<file path="config.mk">
export PLATFORM = sky130hd
export DESIGN_NAME = flag_host
export DESIGN_NICKNAME = d
export VERILOG_FILES = /design/src/design/flag_host_pkg.sv /design/src/design/flag_pin_sync.sv /design/src/design/flag_host.sv
export VERILOG_INCLUDE_DIRS = /design/src /design/src/design
export SDC_FILE = /design/constraint.sdc
export NUM_CORES = 1
export LEC_CHECK = 0
export BUFFER_PORTS_ARGS = -buffer_cell sky130_fd_sc_hd__buf_2
export CORE_MARGIN = 4
export CORE_UTILIZATION = 50
export CTS_CLUSTER_SIZE = 30
export DETAILED_ROUTE_END_ITERATION = 8
export GPL_ROUTABILITY_DRIVEN = 0
export PLACE_DENSITY = 0.73
export SETUP_SLACK_MARGIN = 0.2
export SLEW_MARGIN = 20
export SYNTH_ARGS = -nofsm -noshare
export SYNTH_HDL_FRONTEND = slang
export SYNTH_SLANG_ARGS = --single-unit
export TNS_END_PERCENT = 20
</file>
<file path="constraint.sdc">
create_clock -name core_clk -period 4 [get_ports core_clk]
set_input_delay 0.4 -clock core_clk [delete_from_list [all_inputs] [get_ports core_clk]]
set_output_delay 0.4 -clock core_clk [all_outputs]
set_load 0.01 [all_outputs]
</file>
<file path="src/design/flag_host_consts.svh">
/*
 file: timing counts and field layout for the flag-space host controller.
 assumes: included by the package and the host module, 40 MHz core_clk.
*/
// Functional notes
// - flags reached with select low, normal strobes
// - poller drops select or enable between reads
// - claim by writing zero, then reading back
// - after failure, reread or write one to withdraw
// - start-up writes one to every flag
`ifndef FLAG_HOST_CONSTS_SVH
`define FLAG_HOST_CONSTS_SVH
`define CLK_PERIOD_NS      25
`define ACCESS_TIME_NS     55
`define ACCESS_CYCLES      ((`ACCESS_TIME_NS + `CLK_PERIOD_NS - 1) / `CLK_PERIOD_NS)
`define GAP_TIME_NS        25
`define GAP_CYCLES         ((`GAP_TIME_NS + `CLK_PERIOD_NS - 1) / `CLK_PERIOD_NS)
// read strobe outlasts the four-cycle sync lag (three flops plus output register) by one cycle
`define READ_CYCLES        (`ACCESS_CYCLES + 1)
`define IDX_W              3
`define DATA_W             16
`define ADDR_W             15
`define FLAG_COUNT         8
`define CNT_W              4
`endif

</file>
<file path="src/design/flag_host_pkg.sv">
/*
 file: types shared by the flag-space host controller.
 assumes: consts header on the include path.
*/
`include "flag_host_consts.svh"
package flag_host_pkg;
   typedef enum logic [1:0]
   {
      OP_CLAIM   = 2'h0,
      OP_RELEASE = 2'h1,
      OP_READ    = 2'h2,
      OP_INIT    = 2'h3
   } op_e;

   typedef struct packed
   {
      op_e                  op;
      logic [`IDX_W-1:0]    idx;
   } cmd_s;

   typedef struct packed
   {
      logic                 flag;
      logic                 granted;
      logic [`IDX_W-1:0]    idx;
   } result_s;

   typedef struct packed
   {
      logic                 sel_n;
      logic                 oe_n;
      logic                 wr_n;
      logic [`ADDR_W-1:0]   addr;
   } pins_s;
endpackage

</file>
<file path="src/design/flag_pin_sync.sv">
/*
 file: three-stage synchroniser for the device data inputs.
 assumes: data arrive asynchronous to core_clk.
*/
`timescale 1ns/100ps
`include "flag_host_consts.svh"
module flag_pin_sync
   import flag_host_pkg::*;
(
   input  wire logic                 core_clk,
   input  wire logic                 reset,
   input  wire logic [`DATA_W-1:0]   din,
   output logic      [`DATA_W-1:0]   dout
);
   logic [`DATA_W-1:0] s1_r;
   logic [`DATA_W-1:0] s2_r;
   logic [`DATA_W-1:0] s3_r;
   logic [`DATA_W-1:0] dout_r;
   logic [`DATA_W-1:0] dout_nxt;

   always_comb
   begin
      dout_nxt = dout_r;
      if (s2_r == s3_r)
      begin
         dout_nxt = s3_r;
      end
   end

   always_ff @(posedge core_clk or posedge reset)
   begin
      if (reset)
      begin
         s1_r   <= '0;
         s2_r   <= '0;
         s3_r   <= '0;
         dout_r <= '0;
      end
      else
      begin
         s1_r   <= din;
         s2_r   <= s1_r;
         s3_r   <= s2_r;
         dout_r <= dout_nxt;
      end
   end

   assign dout = dout_r;
endmodule

</file>
<file path="src/design/flag_host.sv">
/*
 file: host controller driving one port of a dual-port flag space.
 assumes: one port's pins; the far port is driven by another party.
*/
`timescale 1ns/100ps
`include "flag_host_consts.svh"
module flag_host
   import flag_host_pkg::*;
(
   input  wire logic                 core_clk,
   input  wire logic                 reset,
   input  wire logic                 cmd_valid,
   input  wire cmd_s                 cmd,
   output logic                      cmd_ready,
   output logic                      res_valid,
   output result_s                   res,
   output pins_s                     pins,
   input  wire logic [`DATA_W-1:0]   data_in,
   output logic      [`DATA_W-1:0]   data_out,
   output logic                      data_oe
);
   typedef enum logic [5:0]
   {
      ST_IDLE  = 6'h01,
      ST_WRITE = 6'h02,
      ST_GAP1  = 6'h04,
      ST_READ  = 6'h08,
      ST_GAP2  = 6'h10,
      ST_DONE  = 6'h20
   } state_e;

   state_e               st_r, st_nxt;
   cmd_s                 cmd_r, cmd_nxt;
   logic [`CNT_W-1:0]    cnt_r, cnt_nxt;
   logic [`IDX_W-1:0]    init_r, init_nxt;
   result_s              res_r, res_nxt;
   pins_s                pins_r, pins_nxt;
   logic [`DATA_W-1:0]   dout_r, dout_nxt;
   logic                 oe_r, oe_nxt;
   logic [`DATA_W-1:0]   din_sync;

   flag_pin_sync u_sync
   (
      .core_clk (core_clk),
      .reset    (reset),
      .din      (data_in),
      .dout     (din_sync)
   );

   // flag address: index in low bits, rest zero
   function automatic logic [`ADDR_W-1:0] flag_addr(input logic [`IDX_W-1:0] i);
      flag_addr = {{(`ADDR_W-`IDX_W){1'b0}}, i};
   endfunction

   function automatic logic [`DATA_W-1:0] flag_word(input logic b);
      flag_word = {{(`DATA_W-1){1'b0}}, b};
   endfunction

   // one step down of the strobe counter
   function automatic logic [`CNT_W-1:0] cnt_dec(input logic [`CNT_W-1:0] c);
      cnt_dec = c - `CNT_W'(1);
   endfunction

   // strobe or gap ends on this cycle
   function automatic logic cnt_last(input logic [`CNT_W-1:0] c);
      cnt_last = (c == `CNT_W'(1));
   endfunction

   // next flag of the start-up sweep
   function automatic logic [`IDX_W-1:0] idx_next(input logic [`IDX_W-1:0] i);
      idx_next = i + `IDX_W'(1);
   endfunction

   always_comb
   begin
      st_nxt   = st_r;
      cmd_nxt  = cmd_r;
      cnt_nxt  = cnt_r;
      init_nxt = init_r;
      res_nxt  = res_r;
      pins_nxt = pins_r;
      dout_nxt = dout_r;
      oe_nxt   = oe_r;
      case (st_r)
         ST_IDLE:
         begin
            if (cmd_valid)
            begin
               cmd_nxt       = cmd;
               init_nxt      = '0;
               pins_nxt.addr = flag_addr(cmd.idx);
               cnt_nxt       = `CNT_W'(`ACCESS_CYCLES);
               if (cmd.op == OP_READ)
               begin
                  pins_nxt.sel_n = 1'b0;
                  pins_nxt.oe_n  = 1'b0;
                  cnt_nxt        = `CNT_W'(`READ_CYCLES);
                  st_nxt         = ST_READ;
               end
               else
               begin
                  // claim writes zero first, never reads first
                  // a one write also withdraws a failed request
                  dout_nxt = flag_word(cmd.op == OP_CLAIM ? 1'b0 : 1'b1);
                  if (cmd.op == OP_INIT)
                  begin
                     pins_nxt.addr = flag_addr('0);
                  end
                  oe_nxt         = 1'b1;
                  pins_nxt.sel_n = 1'b0;
                  pins_nxt.wr_n  = 1'b0;
                  st_nxt         = ST_WRITE;
               end
            end
         end
         ST_WRITE:
         begin
            cnt_nxt = cnt_dec(cnt_r);
            if (cnt_last(cnt_r))
            begin
               pins_nxt.sel_n = 1'b1;
               pins_nxt.wr_n  = 1'b1;
               oe_nxt         = 1'b0;
               cnt_nxt        = `CNT_W'(`GAP_CYCLES);
               st_nxt         = ST_GAP1;
            end
         end
         ST_GAP1:
         begin
            cnt_nxt = cnt_dec(cnt_r);
            if (cnt_last(cnt_r))
            begin
               cnt_nxt = `CNT_W'(`ACCESS_CYCLES);
               if (cmd_r.op == OP_INIT && init_r != `IDX_W'(`FLAG_COUNT-1))
               begin
                  init_nxt       = idx_next(init_r);
                  pins_nxt.addr  = flag_addr(idx_next(init_r));
                  pins_nxt.sel_n = 1'b0;
                  pins_nxt.wr_n  = 1'b0;
                  oe_nxt         = 1'b1;
                  st_nxt         = ST_WRITE;
               end
               else if (cmd_r.op == OP_CLAIM)
               begin
                  pins_nxt.sel_n = 1'b0; // read back after write
                  pins_nxt.oe_n  = 1'b0;
                  cnt_nxt        = `CNT_W'(`READ_CYCLES);
                  st_nxt         = ST_READ;
               end
               else
               begin
                  // write-only commands report the value written
                  res_nxt.flag    = 1'b1;
                  res_nxt.granted = 1'b0;
                  res_nxt.idx     = cmd_r.idx;
                  st_nxt  = ST_DONE;
               end
            end
         end
         ST_READ:
         begin
            // sample only once the synchronised word has settled
            cnt_nxt = cnt_dec(cnt_r);
            if (cnt_r == `CNT_W'(0))
            begin
               // all bits carry the flag; bit zero is enough
               res_nxt.flag    = din_sync[0];
               res_nxt.granted = (cmd_r.op == OP_CLAIM) && !din_sync[0];
               res_nxt.idx     = cmd_r.idx;
               pins_nxt.sel_n  = 1'b1; // drop select between reads
               pins_nxt.oe_n   = 1'b1;
               cnt_nxt         = `CNT_W'(`GAP_CYCLES);
               st_nxt          = ST_GAP2;
            end
         end
         ST_GAP2:
         begin
            cnt_nxt = cnt_dec(cnt_r);
            if (cnt_last(cnt_r))
            begin
               st_nxt = ST_DONE;
            end
         end
         ST_DONE:
         begin
            st_nxt = ST_IDLE;
         end
         default:
         begin
            st_nxt = ST_IDLE;
         end
      endcase
   end

   always_ff @(posedge core_clk or posedge reset)
   begin
      if (reset)
      begin
         st_r   <= ST_IDLE;
         cmd_r  <= '0;
         cnt_r  <= '0;
         init_r <= '0;
         res_r  <= '0;
         pins_r <= '{sel_n: 1'b1, oe_n: 1'b1, wr_n: 1'b1, addr: '0};
         dout_r <= '0;
         oe_r   <= 1'b0;
      end
      else
      begin
         st_r   <= st_nxt;
         cmd_r  <= cmd_nxt;
         cnt_r  <= cnt_nxt;
         init_r <= init_nxt;
         res_r  <= res_nxt;
         pins_r <= pins_nxt;
         dout_r <= dout_nxt;
         oe_r   <= oe_nxt;
      end
   end

   assign cmd_ready = (st_r == ST_IDLE);
   assign res_valid = (st_r == ST_DONE);
   assign res       = res_r;
   assign pins      = pins_r;
   assign data_out  = dout_r;
   assign data_oe   = oe_r;
endmodule

</file>
# Word level (Yosys, flattened, before mapping)
# Index checks and enable logic that the tools add are counted.
dict set report totals {
  output_inout_bits 42
  input_bits 24
  ff_bits 92
  elab_cells 114
}
dict set report op_classes {
  n_eq_ne 24
  n_reduce_logical 21
  n_bitwise 1
  n_mux 48
  add_sub_neg 2
}
# operator count
set ops {}
lappend ops {{two-way mux 6 bit} 7}
lappend ops {{two-way mux 18 bit} 2}
lappend ops {{two-way mux 16 bit} 2}
lappend ops {{case mux 15 bit (2 select lines)} 1}
lappend ops {{case mux 6 bit (5 select lines)} 1}
lappend ops {{two-way mux 3 bit} 7}
lappend ops {{two-way mux 4 bit} 5}
lappend ops {{two-way mux 5 bit} 4}
lappend ops {{inequality test 2 bit, second input constant} 10}
lappend ops {{case mux 4 bit (5 select lines)} 1}
lappend ops {{== test 16 bit} 1}
lappend ops {{AND reduction 6 bit} 2}
lappend ops {{two-way mux 1 bit} 10}
lappend ops {{case mux 5 bit (2 select lines)} 1}
lappend ops {{AND reduction 5 bit} 2}
lappend ops {{case mux 1 bit (3 select lines)} 3}
lappend ops {{AND reduction 7 bit} 1}
lappend ops {{== test 2 bit, second input constant} 3}
lappend ops {{== test 6 x 1 -> 1 bit, second input constant} 1}
lappend ops {{== test 6 x 2 -> 1 bit, second input constant} 1}
lappend ops {{== test 6 x 3 -> 1 bit, second input constant} 1}
lappend ops {{== test 6 x 4 -> 1 bit, second input constant} 1}
lappend ops {{== test 6 x 5 -> 1 bit, second input constant} 1}
lappend ops {{== test 6 bit, second input constant} 1}
lappend ops {{other kinds (20)} 27}

# Logic depth before layout (Yosys ltp)
dict set report depth {
  word_depth 5
  mapped_depth 8
  mapped_depth_nobuf 7
}

# Cells and area by module
# Synthesis repeated with hierarchy kept, for this count alone.
dict set report hier_totals {
  cells_unflattened 306
  area_unflattened_um2 3951.3
}
# mod area_per_inst_um2 seq_area_each_um2 n_inst cells_each
set modules_own_cells {}
lappend modules_own_cells {flag_pin_sync 2018.2 1601.5 1 103}
lappend modules_own_cells {flag_host 1933.1 780.7 1 203}

# Worst setup path after synthesis
# Ideal clock, no wire load.
dict set report synth_path {
  path_kind {flip-flop to flip-flop}
  start {register cnt_r[1]}
  end {register res_r, in the netlist res[0]}
  setup_time_ps 125
  path_stages_with_launch 7
  arrival_time_ps 2040
  path_slack_ps 1835
  n_path_buf 0
  required_time_ps 3875
  period_less_slack_ps 2165
  cell_sequence {dfrtp_1 > inv_1 > ha_1 > nor3b_1 > nand2_1 > o32ai_2 > mux2_2}
}
dict set report synth_between {
  elab_chain_cells 3
  word_cells_on_any_way 5
  classes_between {3 x eq/ne; 2 x reduce/logical}
}
# item line_no
set synth_lines {}
lappend synth_lines {{start, declared} flag_host.sv:34} ;# logic [`CNT_W-1:0] cnt_r, cnt_nxt;
lappend synth_lines {{start signal, assigned} flag_host.sv:212} ;# cnt_r <= cnt_nxt;
lappend synth_lines {{== test 4 x 1 -> 1 bit / zero test 4 bit (equally long branches)} {flag_host.sv:66, flag_host.sv:164}}
lappend synth_lines {{inequality test 2 bit (no line)} -}
lappend synth_lines {{AND reduction 5 bit (no line) (*)} -}
lappend synth_lines {{end signal, assigned} flag_host.sv:214} ;# res_r <= res_nxt;
lappend synth_lines {{end, declared} flag_host.sv:36} ;# result_s res_r, res_nxt;
# Mark *: on every way between the ends. The rest lies on a longest branch, timed or not.
# A chain may end at the register's enable or synchronous reset.

# Worst setup path in the final report
dict set report layout_path {
  start {register st_r[1]}
  end {register res_r, in the netlist res[0]}
}
dict set report layout_between {
  elab_chain_cells 3
  word_cells_on_any_way 9
  classes_between {6 x eq/ne; 1 x mux; 2 x reduce/logical}
}
# item line_no
set layout_lines {}
lappend layout_lines {{start, declared} flag_host.sv:32} ;# state_e st_r, st_nxt;
lappend layout_lines {{start signal, assigned} flag_host.sv:210} ;# st_r <= st_nxt;
lappend layout_lines {{== test 6 x 3 -> 1 bit / == test 6 x 4 -> 1 bit (equally long branches)} flag_host.sv:84} ;# case (st_r)
lappend layout_lines {{inequality test 2 bit (no line) / nonzero test 2 bit (equally long branches)} -}
lappend layout_lines {{AND reduction 5 bit (no line)} -}
# Several ways; a longest one is shown, not always the timed one.

==> results.json <==
{
  "outcome": "completed",
  "nFillCells": 536,
  "crit_start": "st_r[1]",
  "hold_path.class": "in2async",
  "htree_num_levels": 3,
  "clkPwrFrac_pct": 24.6,
  "die-area_um2": 8084,
  "grt-ovfl-total": 0,
  "vias": 2149,
  "synth_area_leaders": "dfrtp_1 (57%), buf_4 (6.0%), xnor2_1 (4.7%), nand2_1 (3.5%), dfstp_2 (3.1%)",
  "multi_input_area_um2": 1169,
  "p_sw_share_pct": 35.37,
  "die_w_um": 89.91,
  "ys_warn_count": 0,
  "tightest_slew_ns": 0.7620,
  "grt_max_degree": 36,
  "io_pins": 66,
  "setup_tns_ns": 0,
  "pwr_density_cell_nw_per_um2": 647.2,
  "rr_worst_depth": 5,
  "synthCells": 278,
  "synthesis.area_um2": 3354,
  "critPathCaptureType": "flip-flop",
  "peakVddDrop_v": 0.0003768,
  "synth_cell_types": 52,
  "cp.arrival_ns": 2.77,
  "crit_required_ns": 4.24,
  "clkTransAtPathRegs_ns": 0.09,
  "clkSinkCount": 80,
  "synth_seq_cells": 80,
  "cts-hold-fix-buffers": 0,
  "start_util_pct": 52.23,
  "async_flop_share_pct": 100.0,
  "cts_tree": "done",
  "wl_per_cell_um": 15.01,
  "clock-skew-final_ns": 0.007881,
  "yosys.area.top_type": "dfrtp_1",
  "drv_slew": 0,
  "dr.pass1.iters": 4,
  "fin_total_pwr_mw": 2.413,
  "p_leak_nw": 1.790,
  "setup_ws_ns": 1.470,
  "synthFlopType": "dfrtp_1",
  "worstSkewPairLatency_ns": 0.35,
  "drtIter0Drc": 170,
  "seq_area_um2": 2007,
  "setup_viol": 0,
  "cts_root_buf": "clkbuf_8",
  "internal_power_mw": 1.560,
  "clockBufferDepth": 2,
  "place_area_um2": 3526,
  "syn_area_per_cell_um2": 12.07,
  "rsz0062_at_grt": "false",
  "die_h_um": 89.91,
  "synth_top_area_share_pct": 56.70,
  "cts_buffers": 9,
  "path_cells": "nor4_4, and2_1, nand2_1, o32ai_2, mux2_2",
  "grt_pass1_wl_um": 10250,
  "p_switching_mw": 0.8535,
  "design.core.area_um2": 6422,
  "ant_nets": 0,
  "regToRegSetupSlack_ns": 1.47,
  "drc": 0,
  "hpwl_um": 4544,
  "stdcell_area_um2": 3729,
  "r2r-end": "res[0]",
  "crit_buf_inv": 0,
  "synth_edf_count": 0,
  "seqPwrFrac_pct": 44.7,
  "first_global_vias": 2136,
  "cts-resized-gates": 0,
  "vias_per_cell": 5.280,
  "syn2layout_area_growth_pct": 11.15,
  "maxSlewHeadroom_pct": 48.55,
  "num_antenna_cells": 0,
  "hold_viol": 0,
  "r2r_start": "st_r[1]",
  "drive_above_1_share_pct": 24.55,
  "post-route-period-util_pct": 63.26,
  "nNetsFinal": 354,
  "rows": 29,
  "worst_path_max_delay_cell": "dfrtp_1",
  "cpLargestDelayFamily": "simple AND/OR/NAND/NOR gates",
  "slowest_delay_ns": 0.50,
  "combPwrFrac_pct": 30.7,
  "mostFrequentLayoutCell": "dfrtp_1",
  "port_buffers": 38,
  "postCtsSetupBuffers": 0,
  "layout_common_cells": "dfrtp_1 (76), buf_2 (38), nand2_1 (31)",
  "fmax_mhz": 395.2,
  "totalWireLength_um": 6108,
  "cap_violations": 0,
  "cp-start-kind": "flip-flop",
  "path_max_fanout": 11,
  "min_period_ns": 2.530,
  "setup.worst_path.class": "reg2reg",
  "place_ws_ns": 1.504,
  "antenna_found_initial": 0,
  "grt_usage_pct": 16.04,
  "synth.yosys.seq_area_share_pct": 59.83
}
[state kept, by name, indices dropped and copies added (netlist names)]
| register | cells |
|---|---|
| init_r | 3 |
| data_out | 1 |
| cnt_r | 4 |
| st_r | 6 |
| cmd_r | 5 |
| u_sync.dout | 1 |
| res | 5 |
| u_sync.s2_r | 16 |
| pins | 6 |
| u_sync.s1_r | 16 |
| data_oe | 1 |
| u_sync.s3_r | 16 |
[power by group through the flow]
stage	registers (mW)	clock network, mW	logic, mW
after floorplan	1.08	0	0.532
after global placement	1.09	0	0.718
after CTS	1.08	0.609	0.739
after detailed placement	1.10	0	0.732
final	1.08	0.593	0.740
after global routing	1.11	0.643	0.820
[metrics by stage]
stage               cells  util, %  hold WS (ns)
floorplan             304        -        0.3312
global placement      391    54.90        0.3315
global route          407    58.06        0.1313
finish                407    58.06       0.06930
detailed placement    391    54.90        0.3347
CTS                   407    58.06       0.08796
[worst max path at each step]
stage	endpoint	depth (start not counted)
floorplan	cmd_r[0]	1
global placement	res[3]	5
detailed placement	res[0]	5
CTS	res[1]	5
global route	res[0]	5
finish	res[0]	5
[cells in the mapped netlist (all sizes together), types with 6 or more instances]
| cell | instances |
|---|---|
| a21oi | 6 |
| buf | 31 |
| dfrtp | 76 |
| inv | 11 |
| mux2 | 6 |
| nand2 | 31 |
| nand4 | 6 |
| nor2 | 8 |
| nor3 | 6 |
| o21ai | 9 |
| xnor2 | 18 |
[layout make-up]
type	count	share of cell area, %
Clock buffer	9	3.322
Clock inverter	7	2.114
Inverter	11	1.107
Multi-Input combinational cell	182	31.34
Sequential cell	80	53.83
Tap cell	77	2.584
Timing Repair Buffer	41	5.705
[kinds of logic after synthesis]
kind of cell | count (synthesis) | share of synthesized area, %
xor+xnor | 18 | 4.700
fa+ha+maj | 5 | 1.865
buf+inv | 42 | 8.243
mux | 6 | 2.014
simple gates | 87 | 14.62
flops | 80 | 59.83
compound gates | 39 | 8.617
other cells | 1 | 0.1118
[layer usage]
layer | routed length, um | GRT usage [%]
met1 | 2753 | 21.75
met2 | 2829 | 24.75
met3 | 363 | 2.671
met4 | 162 | 8.801
met5 | 0 | 0
Note: power is estimated with default switching activity, not from simulation.
